`config.mk`:
```
export PLATFORM = sky130hd
export DESIGN_NAME = pir_ctrl_top
export DESIGN_NICKNAME = d
export VERILOG_FILES = /design/src/hw/pir_pkg.sv /design/src/hw/pir_arb_if.sv /design/src/hw/pir_arbiter.sv /design/src/hw/pir_ctrl_top.sv
export SDC_FILE = /design/constraint.sdc
export NUM_CORES = 1
export LEC_CHECK = 0
export BUFFER_PORTS_ARGS = -buffer_cell sky130_fd_sc_hd__buf_4
export CORE_MARGIN = 4
export CORE_UTILIZATION = 60
export DETAILED_ROUTE_END_ITERATION = 10
export GPL_TIMING_DRIVEN = 0
export PLACE_DENSITY_LB_ADDON = 0.1
export SLEW_MARGIN = 10
export SYNTH_ARGS = -nofsm -noshare
export SYNTH_HDL_FRONTEND = slang
export SYNTH_SLANG_ARGS = --single-unit
```
`constraint.sdc`:
```
create_clock -name aclk -period 54 [get_ports aclk]
set_input_delay 5.4 -clock aclk [delete_from_list [all_inputs] [get_ports aclk]]
set_output_delay 5.4 -clock aclk [all_outputs]
set_load 0.03 [all_outputs]
```
`src/hw/pir_pkg.sv`:
```
// Shared constants and types for the prioritized interrupt register block
package pir_pkg;
  // Source count and vector base
  localparam int         NSRC     = 32;     // User sources, vectors 8..39
  localparam logic [6:0] VEC_BASE = 7'h08;  // First user vector number
  // Register byte offsets
  localparam logic [7:0] A_CTL_A  = 8'h00;  // global_irq_control_a
  localparam logic [7:0] A_CTL_B  = 8'h04;  // global_irq_control_b
  localparam logic [7:0] A_FLAG0  = 8'h08;  // irq_flag_array word 0
  localparam logic [7:0] A_FLAG1  = 8'h0c;  // irq_flag_array word 1
  localparam logic [7:0] A_EN0    = 8'h10;  // irq_enable_array word 0
  localparam logic [7:0] A_EN1    = 8'h14;  // irq_enable_array word 1
  localparam logic [7:0] A_PRIO0  = 8'h18;  // irq_priority_array word 0
  localparam logic [7:0] A_PRIO7  = 8'h34;  // irq_priority_array word 7
  localparam logic [7:0] A_PEND   = 8'h38;  // pending_vector_latch
  localparam logic [7:0] A_SR     = 8'h3c;  // cpu_status_word
  localparam logic [7:0] A_CORE_CONTROL_WORD = 8'h40;  // core_control_word
  localparam logic [7:0] A_ISTAT  = 8'h44;  // Event status, clear on read
  localparam logic [7:0] A_IMASK  = 8'h48;  // Event mask
  // Field positions
  localparam int NEST_BIT = 15;             // nesting_off in control a
  localparam int ALT_BIT  = 15;             // Alternate table in control b
  localparam int IPL_LSB  = 5;              // cpu_priority_low in status word
  localparam int TOP_BIT  = 3;              // cpu_priority_top in core word
  localparam int PEND_LSB = 8;              // pending_level in pending latch
  localparam int EVT_PEND = 0;              // New vector latched
  localparam int EVT_TRAP = 1;              // Trap flag raised
  // Write and hardware-set masks
  localparam logic [15:0] CTL_A_WMASK = 16'hfffe; // Bit 0 unimplemented
  localparam logic [15:0] TRAP_SMASK  = 16'h78fe; // Trap flags set by hardware
  localparam logic [15:0] CTL_B_WMASK = 16'h8007; // Alt table, edge selects
  localparam logic [15:0] PRIO_WMASK  = 16'h7777; // Three bits per nibble
  // External request source slots
  localparam logic [4:0] EXT0_SRC = 5'h00;  // Vector 8
  localparam logic [4:0] EXT1_SRC = 5'h14;  // Vector 28
  localparam logic [4:0] EXT2_SRC = 5'h1d;  // Vector 37
  // Bus responses
  localparam logic [1:0] RESP_OKAY   = 2'h0; // Normal answer
  localparam logic [1:0] RESP_DECERR = 2'h3; // Unmapped address
  // Priority array type
  typedef logic [NSRC-1:0][2:0] pir_prio_t;
endpackage : pir_pkg

```
`src/hw/pir_arb_if.sv`:
```
// Carrier between the register core and the priority arbiter
`timescale 1ns/1ps
interface pir_arb_if;
  logic [pir_pkg::NSRC-1:0] req;   // Eligible sources
  pir_pkg::pir_prio_t       prio;  // Per-source priority
  logic                     hit;   // Some source won
  logic [4:0]               idx;   // Winning source slot
  logic [2:0]               lvl;   // Winning priority
  modport mgr (output req, prio, input hit, idx, lvl);
  modport arb (input req, prio, output hit, idx, lvl);
endinterface : pir_arb_if

```
`src/hw/pir_arbiter.sv`:
```
// Priority arbiter: highest level wins, lowest slot on a tie
`timescale 1ns/1ps
module pir_arbiter (
  pir_arb_if.arb port  // Request and result carrier
);
  // Scan from the top slot down so a tie settles on the lower slot
  always_comb
  begin
    logic       h;
    logic [4:0] x;
    logic [2:0] l;
    h = 1'b0;
    x = '0;
    l = '0;
    for (int i = pir_pkg::NSRC - 1; i >= 0; i--)
    begin
      if (port.req[i] && (!h || port.prio[i] >= l))
      begin
        h = 1'b1;  // RQ17
        x = 5'(i);
        l = port.prio[i];
      end
    end
    port.hit = h;
    port.idx = x;
    port.lvl = l;
  end
endmodule : pir_arbiter

```
`src/hw/pir_ctrl_top.sv`:
```
// Prioritized interrupt register block with AXI4-Lite access
// Operation
// RQ1 - Hardware sets flags; only software write clears
// RQ2 - Source interrupts only while enabled
// RQ3 - Each source has an eight-level priority
// RQ4 - Latch vector 7 bits, level 4 bits
// RQ5 - Latched level equals pending source priority
// RQ6 - Bit positions follow vector order from 8
// RQ7 - CPU level low bits at status 7:5
// RQ8 - Top level bit read-only in core word
// RQ9 - Level field binary; 111 blocks user sources
// RQ10 - Level is top over field; top masks all
// RQ11 - Nesting off freezes software level writes
// RQ12 - Top bit reads level above seven
// RQ13 - Control b: external edges, alternate table
// RQ14 - Control a: nesting off and trap bits
// RQ15 - Thirty registers: controls, arrays, pending latch; the code maps 15 of these (2 controls, 12 array words, 1 latch)
// RQ16 - Nesting off blocks preemption inside handler
// RQ17 - Forward enabled flag above CPU level
// RQ18 - Reset clears flags, enables, latch, level
//
// The placing of the registers and the AXI4-Lite slave port are this design's own decisions.
`timescale 1ns/1ps
module pir_ctrl_top (
  input  wire logic        aclk,          // System clock, 125 MHz
  input  wire logic        aresetn,       // Synchronous reset, active low
  input  wire logic        awvalid,       // Write address valid
  output logic             awready,       // Write address ready
  input  wire logic [7:0]  awaddr,        // Write byte address
  input  wire logic        wvalid,        // Write data valid
  output logic             wready,        // Write data ready
  input  wire logic [31:0] wdata,         // Write data
  input  wire logic [3:0]  wstrb,         // Write byte enables
  output logic             bvalid,        // Write response valid
  input  wire logic        bready,        // Write response ready
  output logic [1:0]       bresp,         // Write response code
  input  wire logic        arvalid,       // Read address valid
  output logic             arready,       // Read address ready
  input  wire logic [7:0]  araddr,        // Read byte address
  output logic             rvalid,        // Read data valid
  input  wire logic        rready,        // Read data ready
  output logic [31:0]      rdata,         // Read data
  output logic [1:0]       rresp,         // Read response code
  input  wire logic [31:0] src_req,       // Peripheral request set strobes
  input  wire logic [2:0]  ext_pin,       // External request pins
  input  wire logic [15:0] trap_flag_set, // Trap flag set strobes
  input  wire logic        trap_enter,    // Core enters trap level
  input  wire logic        trap_exit,     // Core leaves trap level
  input  wire logic        cpu_ack,       // Core takes pending vector
  input  wire logic        cpu_ret,       // Core returns from handler
  output logic             irq_req,       // Vector pending to core
  output logic [6:0]       irq_vector,    // pending_vector_index
  output logic [3:0]       irq_level,     // pending_level
  output logic [3:0]       cpu_level,     // Full CPU priority level
  output logic             alt_table,     // Alternate vector table
  output logic             nesting_off,   // Nesting disabled
  output logic             int_o          // Summary event interrupt
);
  // Whole module state
  typedef struct packed {
    logic                     aw_hold;   // Address captured
    logic                     w_hold;    // Data captured
    logic [7:0]               aw_addr;   // Captured address
    logic [15:0]              w_data;    // Captured data, low half
    logic [1:0]               w_strb;    // Captured lanes
    logic                     awready;   // Address ready
    logic                     wready;    // Data ready
    logic                     bvalid;    // Response pending
    logic [1:0]               bresp;     // Response code
    logic                     arready;   // Read address ready
    logic                     rvalid;    // Read data pending
    logic [1:0]               rresp;     // Read code
    logic [15:0]              rdata;     // Read word
    logic [15:0]              ctl_a;     // global_irq_control_a
    logic [15:0]              ctl_b;     // global_irq_control_b
    logic [pir_pkg::NSRC-1:0] flags;     // irq_flag_array
    logic [pir_pkg::NSRC-1:0] enables;   // irq_enable_array
    pir_pkg::pir_prio_t       prio;      // irq_priority_array
    logic [2:0]               ipl_low;   // cpu_priority_low
    logic                     ipl_top;   // cpu_priority_top
    logic [2:0]               saved_low; // Level before handler
    logic                     in_hdl;    // Handler running
    logic [6:0]               vec;       // pending_vector_index
    logic [3:0]               lvl;       // pending_level
    logic                     irq_req;   // Vector offered
    logic [2:0]               pin;       // Last pin sample
    logic [1:0]               evt;       // Sticky events
    logic [1:0]               mask;      // Event mask
    logic                     int_o;     // Interrupt out
  } pir_state_t;

  pir_state_t q_q;  // Registered state
  pir_state_t q_d;  // Next state

  pir_arb_if arb_if ();  // Arbiter carrier

  pir_arbiter u_arb (
    .port (arb_if)
  );

  // Byte lane merge under a writable mask
  function automatic logic [15:0] wmerge(
    input logic [15:0] old,
    input logic [15:0] val,
    input logic [1:0]  strb,
    input logic [15:0] wm
  );
    logic [15:0] m;
    m = {{8{strb[1]}}, {8{strb[0]}}} & wm;
    return (old & ~m) | (val & m);
  endfunction : wmerge

  // Priority word: four sources per word, three bits per nibble
  function automatic logic [15:0] prio_word(
    input pir_pkg::pir_prio_t p,
    input logic [2:0]         k
  );
    logic [15:0] w;
    w = '0;
    for (int j = 0; j < 4; j++)
    begin
      w[4*j +: 3] = p[{k, 2'(j)}];  // RQ6
    end
    return w;
  endfunction : prio_word

  // Priority word index from address, valid in range only
  function automatic logic [2:0] prio_sel(input logic [7:0] a);
    logic [7:0] off;
    off = a - pir_pkg::A_PRIO0;
    return off[4:2];
  endfunction : prio_sel

  // Address is word aligned and inside the map
  function automatic logic mapped(input logic [7:0] a);
    return (a[1:0] == 2'h0) && (a <= pir_pkg::A_IMASK);  // RQ15
  endfunction : mapped

  // Read decode for one address
  function automatic logic [15:0] reg_read(
    input pir_state_t s,
    input logic [7:0] a
  );
    logic [15:0] r;
    r = '0;
    if (mapped(a) && a >= pir_pkg::A_PRIO0 && a <= pir_pkg::A_PRIO7)
    begin
      r = prio_word(s.prio, prio_sel(a));  // RQ3
    end
    else
    begin
      unique case (a)
        pir_pkg::A_CTL_A:  r = s.ctl_a;  // RQ14
        pir_pkg::A_CTL_B:  r = s.ctl_b;  // RQ13
        pir_pkg::A_FLAG0:  r = s.flags[15:0];
        pir_pkg::A_FLAG1:  r = s.flags[31:16];
        pir_pkg::A_EN0:    r = s.enables[15:0];
        pir_pkg::A_EN1:    r = s.enables[31:16];
        pir_pkg::A_PEND:   r = {4'h0, s.lvl, 1'b0, s.vec};  // RQ4
        pir_pkg::A_SR:     r[pir_pkg::IPL_LSB +: 3] = s.ipl_low;  // RQ7
        pir_pkg::A_CORE_CONTROL_WORD: r[pir_pkg::TOP_BIT] = s.ipl_top;  // RQ12
        pir_pkg::A_ISTAT:  r[1:0] = s.evt;
        pir_pkg::A_IMASK:  r[1:0] = s.mask;
        default:           r = '0;  // Unmapped or misaligned
      endcase
    end
    return r;
  endfunction : reg_read

  // Next-state logic
  always_comb
  begin
    logic [2:0]               ext_hit;
    logic [pir_pkg::NSRC-1:0] set;
    logic [pir_pkg::NSRC-1:0] elig;
    logic                     wr_go;
    logic                     clr_evt;
    logic [1:0]               new_evt;
    logic [15:0]              pw;
    logic [2:0]               k;
    q_d     = q_q;
    clr_evt = 1'b0;
    new_evt = '0;
    pw      = '0;
    k       = '0;
    ext_hit = '0;
    set     = '0;
    elig    = '0;
    wr_go   = 1'b0;
    // External pins: edge polarity from control b, 0 rising, 1 falling
    for (int i = 0; i < 3; i++)
    begin
      ext_hit[i] = q_q.ctl_b[i] ? (q_q.pin[i] & ~ext_pin[i])
                                : (~q_q.pin[i] & ext_pin[i]);  // RQ13
    end
    q_d.pin = ext_pin;
    set = src_req;
    set[pir_pkg::EXT0_SRC] = set[pir_pkg::EXT0_SRC] | ext_hit[0];  // RQ6
    set[pir_pkg::EXT1_SRC] = set[pir_pkg::EXT1_SRC] | ext_hit[1];
    set[pir_pkg::EXT2_SRC] = set[pir_pkg::EXT2_SRC] | ext_hit[2];
    // Write address and data taken independently, in either order
    if (awvalid && q_q.awready)
    begin
      q_d.aw_hold = 1'b1;
      q_d.aw_addr = awaddr;
    end
    if (wvalid && q_q.wready)
    begin
      q_d.w_hold = 1'b1;
      q_d.w_data = wdata[15:0];
      q_d.w_strb = wstrb[1:0];  // Upper lanes land in read-zero bits
    end
    if (q_q.bvalid && bready)
    begin
      q_d.bvalid = 1'b0;
    end
    wr_go = q_q.aw_hold && q_q.w_hold && !q_q.bvalid;
    if (wr_go)
    begin
      q_d.aw_hold = 1'b0;
      q_d.w_hold  = 1'b0;
      q_d.bvalid  = 1'b1;
      q_d.bresp   = mapped(q_q.aw_addr) ? pir_pkg::RESP_OKAY : pir_pkg::RESP_DECERR;
      if (mapped(q_q.aw_addr) && q_q.aw_addr >= pir_pkg::A_PRIO0 && q_q.aw_addr <= pir_pkg::A_PRIO7)
      begin
        k  = prio_sel(q_q.aw_addr);
        pw = wmerge(prio_word(q_q.prio, k), q_q.w_data, q_q.w_strb, pir_pkg::PRIO_WMASK);
        for (int j = 0; j < 4; j++)
        begin
          q_d.prio[{k, 2'(j)}] = pw[4*j +: 3];  // RQ3
        end
      end
      else
      begin
        unique case (q_q.aw_addr)
          pir_pkg::A_CTL_A:
            q_d.ctl_a = wmerge(q_q.ctl_a, q_q.w_data, q_q.w_strb, pir_pkg::CTL_A_WMASK);  // RQ14
          pir_pkg::A_CTL_B:
            q_d.ctl_b = wmerge(q_q.ctl_b, q_q.w_data, q_q.w_strb, pir_pkg::CTL_B_WMASK);  // RQ13
          pir_pkg::A_FLAG0:
            q_d.flags[15:0] = wmerge(q_q.flags[15:0], q_q.w_data, q_q.w_strb, '1);  // RQ1
          pir_pkg::A_FLAG1:
            q_d.flags[31:16] = wmerge(q_q.flags[31:16], q_q.w_data, q_q.w_strb, '1);  // RQ1
          pir_pkg::A_EN0:
            q_d.enables[15:0] = wmerge(q_q.enables[15:0], q_q.w_data, q_q.w_strb, '1);  // RQ2
          pir_pkg::A_EN1:
            q_d.enables[31:16] = wmerge(q_q.enables[31:16], q_q.w_data, q_q.w_strb, '1);
          pir_pkg::A_SR:
          begin
            // Field frozen while nesting is off
            if (!q_q.ctl_a[pir_pkg::NEST_BIT] && q_q.w_strb[0])
            begin
              q_d.ipl_low = q_q.w_data[pir_pkg::IPL_LSB +: 3];  // RQ7 RQ11
            end
          end
          pir_pkg::A_IMASK:
            q_d.mask = q_q.w_strb[0] ? q_q.w_data[1:0] : q_q.mask;
          default:
            q_d.mask = q_q.mask;  // Pending latch, core word: read only
        endcase
      end
    end
    q_d.awready = !q_d.aw_hold;
    q_d.wready  = !q_d.w_hold;
    // Hardware sets after software writes so a set wins a clear
    q_d.flags = q_d.flags | set;  // RQ1
    q_d.ctl_a = q_d.ctl_a | (trap_flag_set & pir_pkg::TRAP_SMASK);  // RQ14
    new_evt[pir_pkg::EVT_TRAP] = |(trap_flag_set & pir_pkg::TRAP_SMASK);
    // Read channel: one cycle from address to data
    if (q_q.rvalid && rready)
    begin
      q_d.rvalid = 1'b0;
    end
    if (arvalid && q_q.arready)
    begin
      q_d.rvalid = 1'b1;
      q_d.rdata  = reg_read(q_q, araddr);
      q_d.rresp  = mapped(araddr) ? pir_pkg::RESP_OKAY : pir_pkg::RESP_DECERR;
      clr_evt    = (araddr == pir_pkg::A_ISTAT);
    end
    q_d.arready = !q_d.rvalid;
    // Trap level: top bit follows the core only, never software
    if (trap_enter)
    begin
      q_d.ipl_top = 1'b1;  // RQ8 RQ10
    end
    else if (trap_exit)
    begin
      q_d.ipl_top = 1'b0;  // RQ8
    end
    // Handler entry raises the level; return restores one saved level.
    // Only one level is kept, so nested software must restore its own.
    if (q_q.irq_req && cpu_ack)
    begin
      q_d.saved_low = q_q.ipl_low;
      q_d.ipl_low   = q_q.lvl[2:0];
      q_d.in_hdl    = 1'b1;
    end
    else if (cpu_ret)
    begin
      q_d.ipl_low = q_q.saved_low;
      q_d.in_hdl  = 1'b0;
    end
    // Eligible: flagged, enabled, above the full CPU level
    for (int i = 0; i < pir_pkg::NSRC; i++)
    begin
      elig[i] = q_q.flags[i] && q_q.enables[i]
                && ({1'b0, q_q.prio[i]} > {q_q.ipl_top, q_q.ipl_low});  // RQ2 RQ9 RQ10 RQ17
    end
    arb_if.req  = elig;
    arb_if.prio = q_q.prio;
    // Offer a vector unless nesting is off inside a handler
    q_d.irq_req = arb_if.hit && !(q_q.in_hdl && q_q.ctl_a[pir_pkg::NEST_BIT])  // RQ16
                  && !(q_q.irq_req && cpu_ack);
    if (q_d.irq_req)
    begin
      q_d.vec = pir_pkg::VEC_BASE + {2'h0, arb_if.idx};  // RQ4 RQ6
      q_d.lvl = {1'b0, arb_if.lvl};  // RQ5
    end
    new_evt[pir_pkg::EVT_PEND] = q_d.irq_req && !q_q.irq_req;
    // Sticky events, cleared by reading, a new event wins
    q_d.evt   = (clr_evt ? 2'h0 : q_q.evt) | new_evt;
    q_d.int_o = |(q_d.evt & q_d.mask);
  end

  // State register, everything clears on reset
  always_ff @(posedge aclk)
  begin
    if (!aresetn)
    begin
      q_q <= '0;  // RQ18
    end
    else
    begin
      q_q <= q_d;
    end
  end

  // Outputs straight from the state register
  assign awready     = q_q.awready;
  assign wready      = q_q.wready;
  assign bvalid      = q_q.bvalid;
  assign bresp       = q_q.bresp;
  assign arready     = q_q.arready;
  assign rvalid      = q_q.rvalid;
  assign rresp       = q_q.rresp;
  assign rdata       = {16'h0000, q_q.rdata};
  assign irq_req     = q_q.irq_req;
  assign irq_vector  = q_q.vec;
  assign irq_level   = q_q.lvl;
  assign cpu_level   = {q_q.ipl_top, q_q.ipl_low};  // RQ10
  assign alt_table   = q_q.ctl_b[pir_pkg::ALT_BIT];
  assign nesting_off = q_q.ctl_a[pir_pkg::NEST_BIT];
  assign int_o       = q_q.int_o;

  // Assertion helpers: previous-cycle copies, latched slot, write decodes
  logic [pir_pkg::NSRC-1:0] en_prev;   // Enables one cycle back
  logic [pir_pkg::NSRC-1:0] fl_prev;   // Flags one cycle back
  pir_pkg::pir_prio_t       pr_prev;   // Priorities one cycle back
  logic [3:0]               lv_prev;   // CPU level one cycle back
  logic [4:0]               src_of;    // Slot of latched vector
  logic                     wr_flag;   // Flag word written
  logic                     wr_sr;     // Status word written

  always_ff @(posedge aclk)
  begin
    en_prev <= q_q.enables;
    fl_prev <= q_q.flags;
    pr_prev <= q_q.prio;
    lv_prev <= {q_q.ipl_top, q_q.ipl_low};
  end

  assign src_of  = 5'(q_q.vec - pir_pkg::VEC_BASE);
  assign wr_flag = q_q.aw_hold && q_q.w_hold && !q_q.bvalid
                   && (q_q.aw_addr == pir_pkg::A_FLAG0 || q_q.aw_addr == pir_pkg::A_FLAG1);
  assign wr_sr   = q_q.aw_hold && q_q.w_hold && !q_q.bvalid && q_q.aw_addr == pir_pkg::A_SR;
endmodule : pir_ctrl_top

```
==> impl_results.md, run 1 <==
* Avg Inst Size Synth at 8.23 sq um
* Post-synth EDFFs at 0
* Tot GR Track Use at 41.5%
* Internal reg-to-reg setup slack at 3100 ps
* Worst-path fanout max at 29
* Total Wirelength at 78200 microns
* Worst-case clock skew at 18.6 ps
* Final period util at 94.3%
* Setup crit start: cpu_level[2]
* Post-route DRC violation count at 0
* H-tree depth at 1
* Num CTS Buffers at 27
* Vias per Instance at 6.70
* Seq/Total Area, Yosys at 25.7%
* FF-to-FF Start: cpu_level[2]
* Remaining global-route overflow at 0
* Ys async rst share at 0%
* Vias in the first global route at 19600
* Port bufs at 129
* Worst path max stage delay at 740 ps
* Routed vias at 20500
* Die area at 36200 sq um
* CP endpoint kind: flop
* CP dominant cell by count: ha_1
* Reg2reg path depth at 228
* Total Power at 0.433 mW
* Reg-to-Reg End: irq_vector[4]
* Clk slew on worst S/H paths at 60 ps
* WL per Instance at 25.6 microns
* Crit path DAT at 51300 ps
* Commonest cells after routing, fill and taps aside: nand2_1, dfxtp_1, a21oi_1
* Synthesis warning total at 0
* Clock Latency Late Sink at 550 ps
* Max-Cap Viols at 0
* Slowest cell on crit path: o41ai_2
* Worst hold path endpoint: q_q[21]
* Pleak at 9.52 nW
* IR drop worst, VDD at 0.0348 mV
* F_max at 0.0196 GHz
* Synth area leader: dfxtp_1
* CTS tree: done
* Synthesized cell area at 19900 sq um
* Crit path launch type: flop
* Final Slew Violations at 0
* Most common cell after layout, fill and taps aside: nand2_1
* Die H at 190 microns
* # diodes at 0
* Routability cong. at 1.06
* Area contributors post-synth: dfxtp_1, ha_1, mux2i_1, nand2_1, a21oi_1
* 1st-iter DRT viols at 2356
* Syn Inst Count at 2421
* Hold_sp: q_q[21]
* Pwr dens at 19.2 nW/um^2
* Fin area at 22600 sq um
* First-pass GRT wire length at 116000 microns
* IO Pins at 174
* Post-route antenna net violation count at 0
* Run status: completed
* Core area at 32600 sq um
* FF+latch count, synth at 256
* Min-Delay Path Depth at 2
* Nets at 2886
* Die Width at 190 microns
* Ys flop type: dfxtp_1
* Rows at 66
* Number of antenna violations at the first check in global routing at 2
* Final min period at 50900 ps
* Detailed placement HPWL at 62200 microns
* WP data required at 54400 ps
* CTS root buffer: clkbuf_16
* Layout cells sized above 1 at 16.2%
* Number of setup violations in the final report at 0
* Pin count of the biggest net entering global routing at 31
* Setup Buffers After CTS at 0
* Synth unique cells at 122
* Synth top area share at 25.7%
* CTS Sinks at 256
* Critical path type: reg2reg
* DP Area at 21600 sq um
* Drt first pass iters at 6
* Util after Layout at 69.1%
* Area growth, synth to finish at 13.2%
* Bufs on Longest Clock Path at 3
* Final Hold Viols at 0
* Worst min-delay path class: reg2reg
* Initial Util at 61.1%
* Slew margin rel. at 12.4%
* Worst Tran Pin Value at 1300 ps
layer usage:
metal / share of wire (%) / global-route usage (%) / vias up
li1: - / - / 9176
met1: 38 / 54.3 / 9693
met2: 44 / 64.7 / 1353
met3: 12 / 8.35 / 283
met4: 6.8 / 22.8 / 4
met5: 0.029 / 0 / -
logic make-up after synthesis:
group           count (synthesis)  synth area share, %
compound gates                649                 22.1
simple gates                  839                 20.1
flops                         256                 25.7
other cells                     1               0.0188
fa+ha+maj                     176                 11.0
buf+inv                       274                 6.33
mux                           226                 14.7
synth_stat cells (13+ instances only):
master	n
a211oi_1	20
a21o_1	28
a21oi_1	241
a221oi_1	17
a22oi_1	16
a31oi_1	27
and2_1	21
and3_1	23
buf_4	51
clkbuf_1	83
dfxtp_1	256
ha_1	173
inv_1	117
mux2_2	35
mux2i_1	140
mux4_2	50
nand2_1	330
nand2b_1	39
nand3_1	48
nand3b_1	18
nor2_1	187
nor2b_1	37
nor3_1	35
nor4_1	20
o211ai_1	13
o21a_1	30
o21ai_0	79
o21ai_1	17
o31ai_1	13
worst max-delay path, delay by kind of cell, from the launching register on:
kind                       cells  cell delay [ps]
DFF                            1              560
buffers and inverters         13             1840
AOI/OAI and AO/OA             99            23020
muxes                          8             2680
and+or+nand+nor               74            12930
adders and majority gates     34             9600
per-stage QoR:
step	setup slack, ps	setup TNS (ps)	hold WS, ps	cells
after floorplan	9000	0	437	2438
after global placement	2380	0	447	3009
after detailed placement	2330	0	455	3012
after CTS	2150	0	463	3061
after global routing	-56.9	-56.9	495	3061
final	3100	0	461	3061
how the worst max path moves through the flow:
| stage | to | slack, ps | depth (start not counted) |
|---|---|---|---|
| 4_1_cts | irq_vector[4] | 2150 | 229 |
| 5_1_grt | irq_vector[4] | -60 | 236 |
| 2_1_floorplan | irq_vector[4] | 9000 | 228 |
| 3_3_place_gp | irq_vector[4] | 2380 | 228 |
| 6_report | irq_vector[4] | 3100 | 228 |
| 3_5_place_dp | irq_vector[4] | 2330 | 229 |
layout make-up:
cell class,count,area (sq um)
plain buffers,156,818
clock buffers,33,718
clock inverters,16,165
fillers,2677,10100
inverters,118,443
multi-input cells,1908,13700
flip-flops and latches,256,5130
well taps,442,553
repair buffers,132,1030
power by group:
part | total [mW] | leakage (nW) | switching (mW) | internal, mW
clock | 0.189 | 0.431 | 0.0838 | 0.106
combinational | 0.0434 | 7.00 | 0.0269 | 0.0166
sequential | 0.200 | 2.08 | 0.00619 | 0.193
total | 0.433 | 9.52 | 0.117 | 0.316
repair_timing:
item                       in CTS  in global routing
gates resized for setup         0                 14
hold buffers                    0                  0
setup endpoints to repair       0                  9
(Power assumes the default switching activity.)
==> run 2: changes to the inputs <==
Settings changed: ABC_CLOCK_PERIOD_IN_PS set to 54000, SLEW_MARGIN 10 to unset, SYNTH_HIERARCHICAL set to 1.
==> run 2 against run 1 <==
  * The run now ends with capacitance limit left
  * Flip-flop and latch count did not move
  * Hold slack gained 3.2 ps
  * Fmax is 1.0% higher
  * Sequential power barely moved
  * First-iteration DRC count is 3.2% lower
  * Via count is 2.0% lower
  * Cell count down 3.5%
  * Worst setup slack gained 520 ps
  * Wire length is 3.9% lower
  * Core utilization up 0.15 points
  * Highest routed layer unchanged
==> impl_results.md, run 2 <==
* Ys flop type: dfxtp_1
* CP endpoint kind: flop
* Die H at 189 microns
* Placed instance count at 2908
* Most common cell after layout, fill and taps aside: dfxtp_1
* Top-count cell post-synth: dfxtp_1
* Run status: finished with violations
* Detailed placement HPWL at 59400 microns
* Avg Inst Size Synth at 8.43 sq um
* Pre-CTS WS at 4210 ps
* CTS Sinks at 256
* Nets at 2788
* Synthesized cell area at 19600 sq um
* Num CTS Buffers at 27
* IR drop worst, VDD at 0.0198 mV
* Reg-to-Reg End: irq_vector[4]
* CTS tree: done
* Final Hold Viols at 0
* Clock Latency Late Sink at 550 ps
* Core area at 31900 sq um
* Worst Tran Pin Value at 1440 ps
* Register area at 5130 sq um
* Synth top area share at 26.1%
* WL per Instance at 25.5 microns
* Cts hold-fix bufs at 0
* Drt first pass iters at 6
* Tot GR Track Use at 40.5%
* Seq/Total Area, Yosys at 26.1%
* Setup slack after layout at 3620 ps
* Port bufs at 125
* Area contributors post-synth: dfxtp_1, ha_1, mux4_2, a21oi_1, nand2_1
* Number of setup violations in the final report at 0
* Pwr dens at 19.3 nW/um^2
* CP dominant cell by count: ha_1
* IO Pins at 174
* Util after Layout at 69.3%
* Total Wirelength at 75200 microns
* Max-Cap Viols at 1
* Vias in the first global route at 19000
* Final period util at 93.3%
* Multi-input logic area at 13200 sq um
* Post-synth EDFFs at 0
* Final Slew Violations at 0
* Synthesis warning total at 6
* Worst path max stage delay at 640 ps
* Internal reg-to-reg setup slack at 3620 ps
* Reg2reg path depth at 221
* Synth unique cells at 108
* Non-Filler Instances at 2955
* RSZ-0062 raised after global routing: no
* Synth top cells by count: dfxtp_1, nand2_1, a21oi_1, ha_1, inv_1
* Pleak at 8.33 nW
* Worst-case clock skew at 15.0 ps
* Initial Util at 61.6%
* Number of antenna violations at the first check in global routing at 3
* WP depth at 221
* Post-route antenna net violation count at 0
* Bufs on Longest Clock Path at 3
* Die Width at 189 microns
* FF-to-FF Start: cpu_level[2]
* FF+latch count, synth at 256
* Post-route DRC violation count at 0
* WP data required at 54390 ps
* Sum of negative setup slack at 0 ps
* Rows at 65
* Critical path type: reg2reg
* Routability cong. at 1.06
* Failing checks: capacitance limit
* Family with the most delay on the worst path: compound AO/OA/AOI/OAI gates
* CTS root buffer: clkbuf_16
* Setup Buffers After CTS at 0
* First-pass GRT wire length at 113000 microns
* Setup crit end: irq_vector[4]
* Layout cells sized above 1 at 16.1%
* Clk slew on worst S/H paths at 60 ps
* H-tree depth at 1
* Crit path DAT at 50770 ps
* Crit path launch type: flop
* Fin area at 22100 sq um
* Worst-path fanout max at 32
* Die area at 35700 sq um
* Remaining global-route overflow at 0
* Ys async rst share at 0%
* Slowest cell on crit path: a31oi_1
* Final min period at 50380 ps
* Worst min-delay path class: reg2reg
* Vias per Instance at 6.80
* Filler cell count at 2677
* Commonest cells after routing, fill and taps aside: dfxtp_1, nand2_1, buf_4
* F_max at 0.0198 GHz
* Pin count of the biggest net entering global routing at 33
* Synth area leader: dfxtp_1
* Syn Inst Count at 2330
* WP buf/inv at 16
* Area growth, synth to finish at 12.5%
* 1st-iter DRT viols at 2280
* Setup crit start: cpu_level[2]
* Slew margin rel. at 1.13%
* DP Area at 21200 sq um
* Routed vias at 20100
==> run 2: cell count changes after synthesis, sizes merged, moves of 20 or more <==
cell,before,now
a21oi,245,177
nand2,331,203
a311oi,7,27
inv,118,149
mux2i,140,64
nor3,35,115
o2bb2ai,2,72
nor2b,37,13
nor2,188,147
==> run 2: where the power goes <==
group	leakage [nW]	internal [mW]	switching, mW
clock	0.424	0.107	0.0788
combinational	5.82	0.0158	0.0263
sequential	2.08	0.193	0.00604
==> run 2: logic make-up (layout without fill, tap and decap cells) <==
group / after synthesis / count (layout) / share of synthesized area (%)
buffers and inverters: 310 / 482 / 7.21
AOI/OAI and AO/OA: 671 / 671 / 24.6
muxes: 148 / 148 / 10.9
other: 1 / 19 / 0.0191
adders and majority gates: 175 / 175 / 11.1
and+or+nand+nor: 769 / 769 / 20.2
DFF: 256 / 256 / 26.1
==> run 2: area by class of cell <==
class                      count  area share [%]
inverter                     150            2.57
timing repair buffer         126            4.34
antenna                        1          0.0113
tap                          435            2.46
buffer                       160            3.86
sequential                   256            23.2
clock buffer                  41            3.66
clock inverter                 5           0.255
multi-input combinational   1781            59.6
==> run 2: stage by stage <==
step / power [mW] / hold slack [ps]
6_report: 0.427 / 464
4_1_cts: 0.424 / 461
3_5_place_dp: 0.244 / 453
3_3_place_gp: 0.243 / 442
5_1_grt: 0.434 / 483
2_1_floorplan: 0.225 / 437
==> run 2: worst min path at each step <==
stage               startpoint      end  slack (ps)  cells after the start
floorplan              q_q[21]  q_q[21]         440                      2
global placement       q_q[23]  q_q[23]         440                      2
detailed placement     q_q[22]  q_q[22]         450                      2
CTS                    q_q[22]  q_q[22]         460                      2
global route           q_q[23]  q_q[23]         480                      2
finish                 q_q[22]  q_q[22]         460                      2
==> run 2: repair_timing <==
| action | 4_1_cts | 5_1_grt |
|---|---|---|
| setup endpoints to repair | 0 | 3 |
| endpoints found under the hold margin | 0 | 0 |
| resized for setup | 0 | 6 |
==> run 2: metal layers <==
layer  global-route usage, %  wire length, microns
met5                       0                    35
met2                    61.7                 32200
met3                    11.5                  9730
met1                    53.8                 29200
met4                    18.2                  4060
==> run 2: worst min-delay path, cell delays in order, from the launching register on <==
cell	delay [ps]
dfxtp_1	310
nand2_1	50
a21oi_1	50
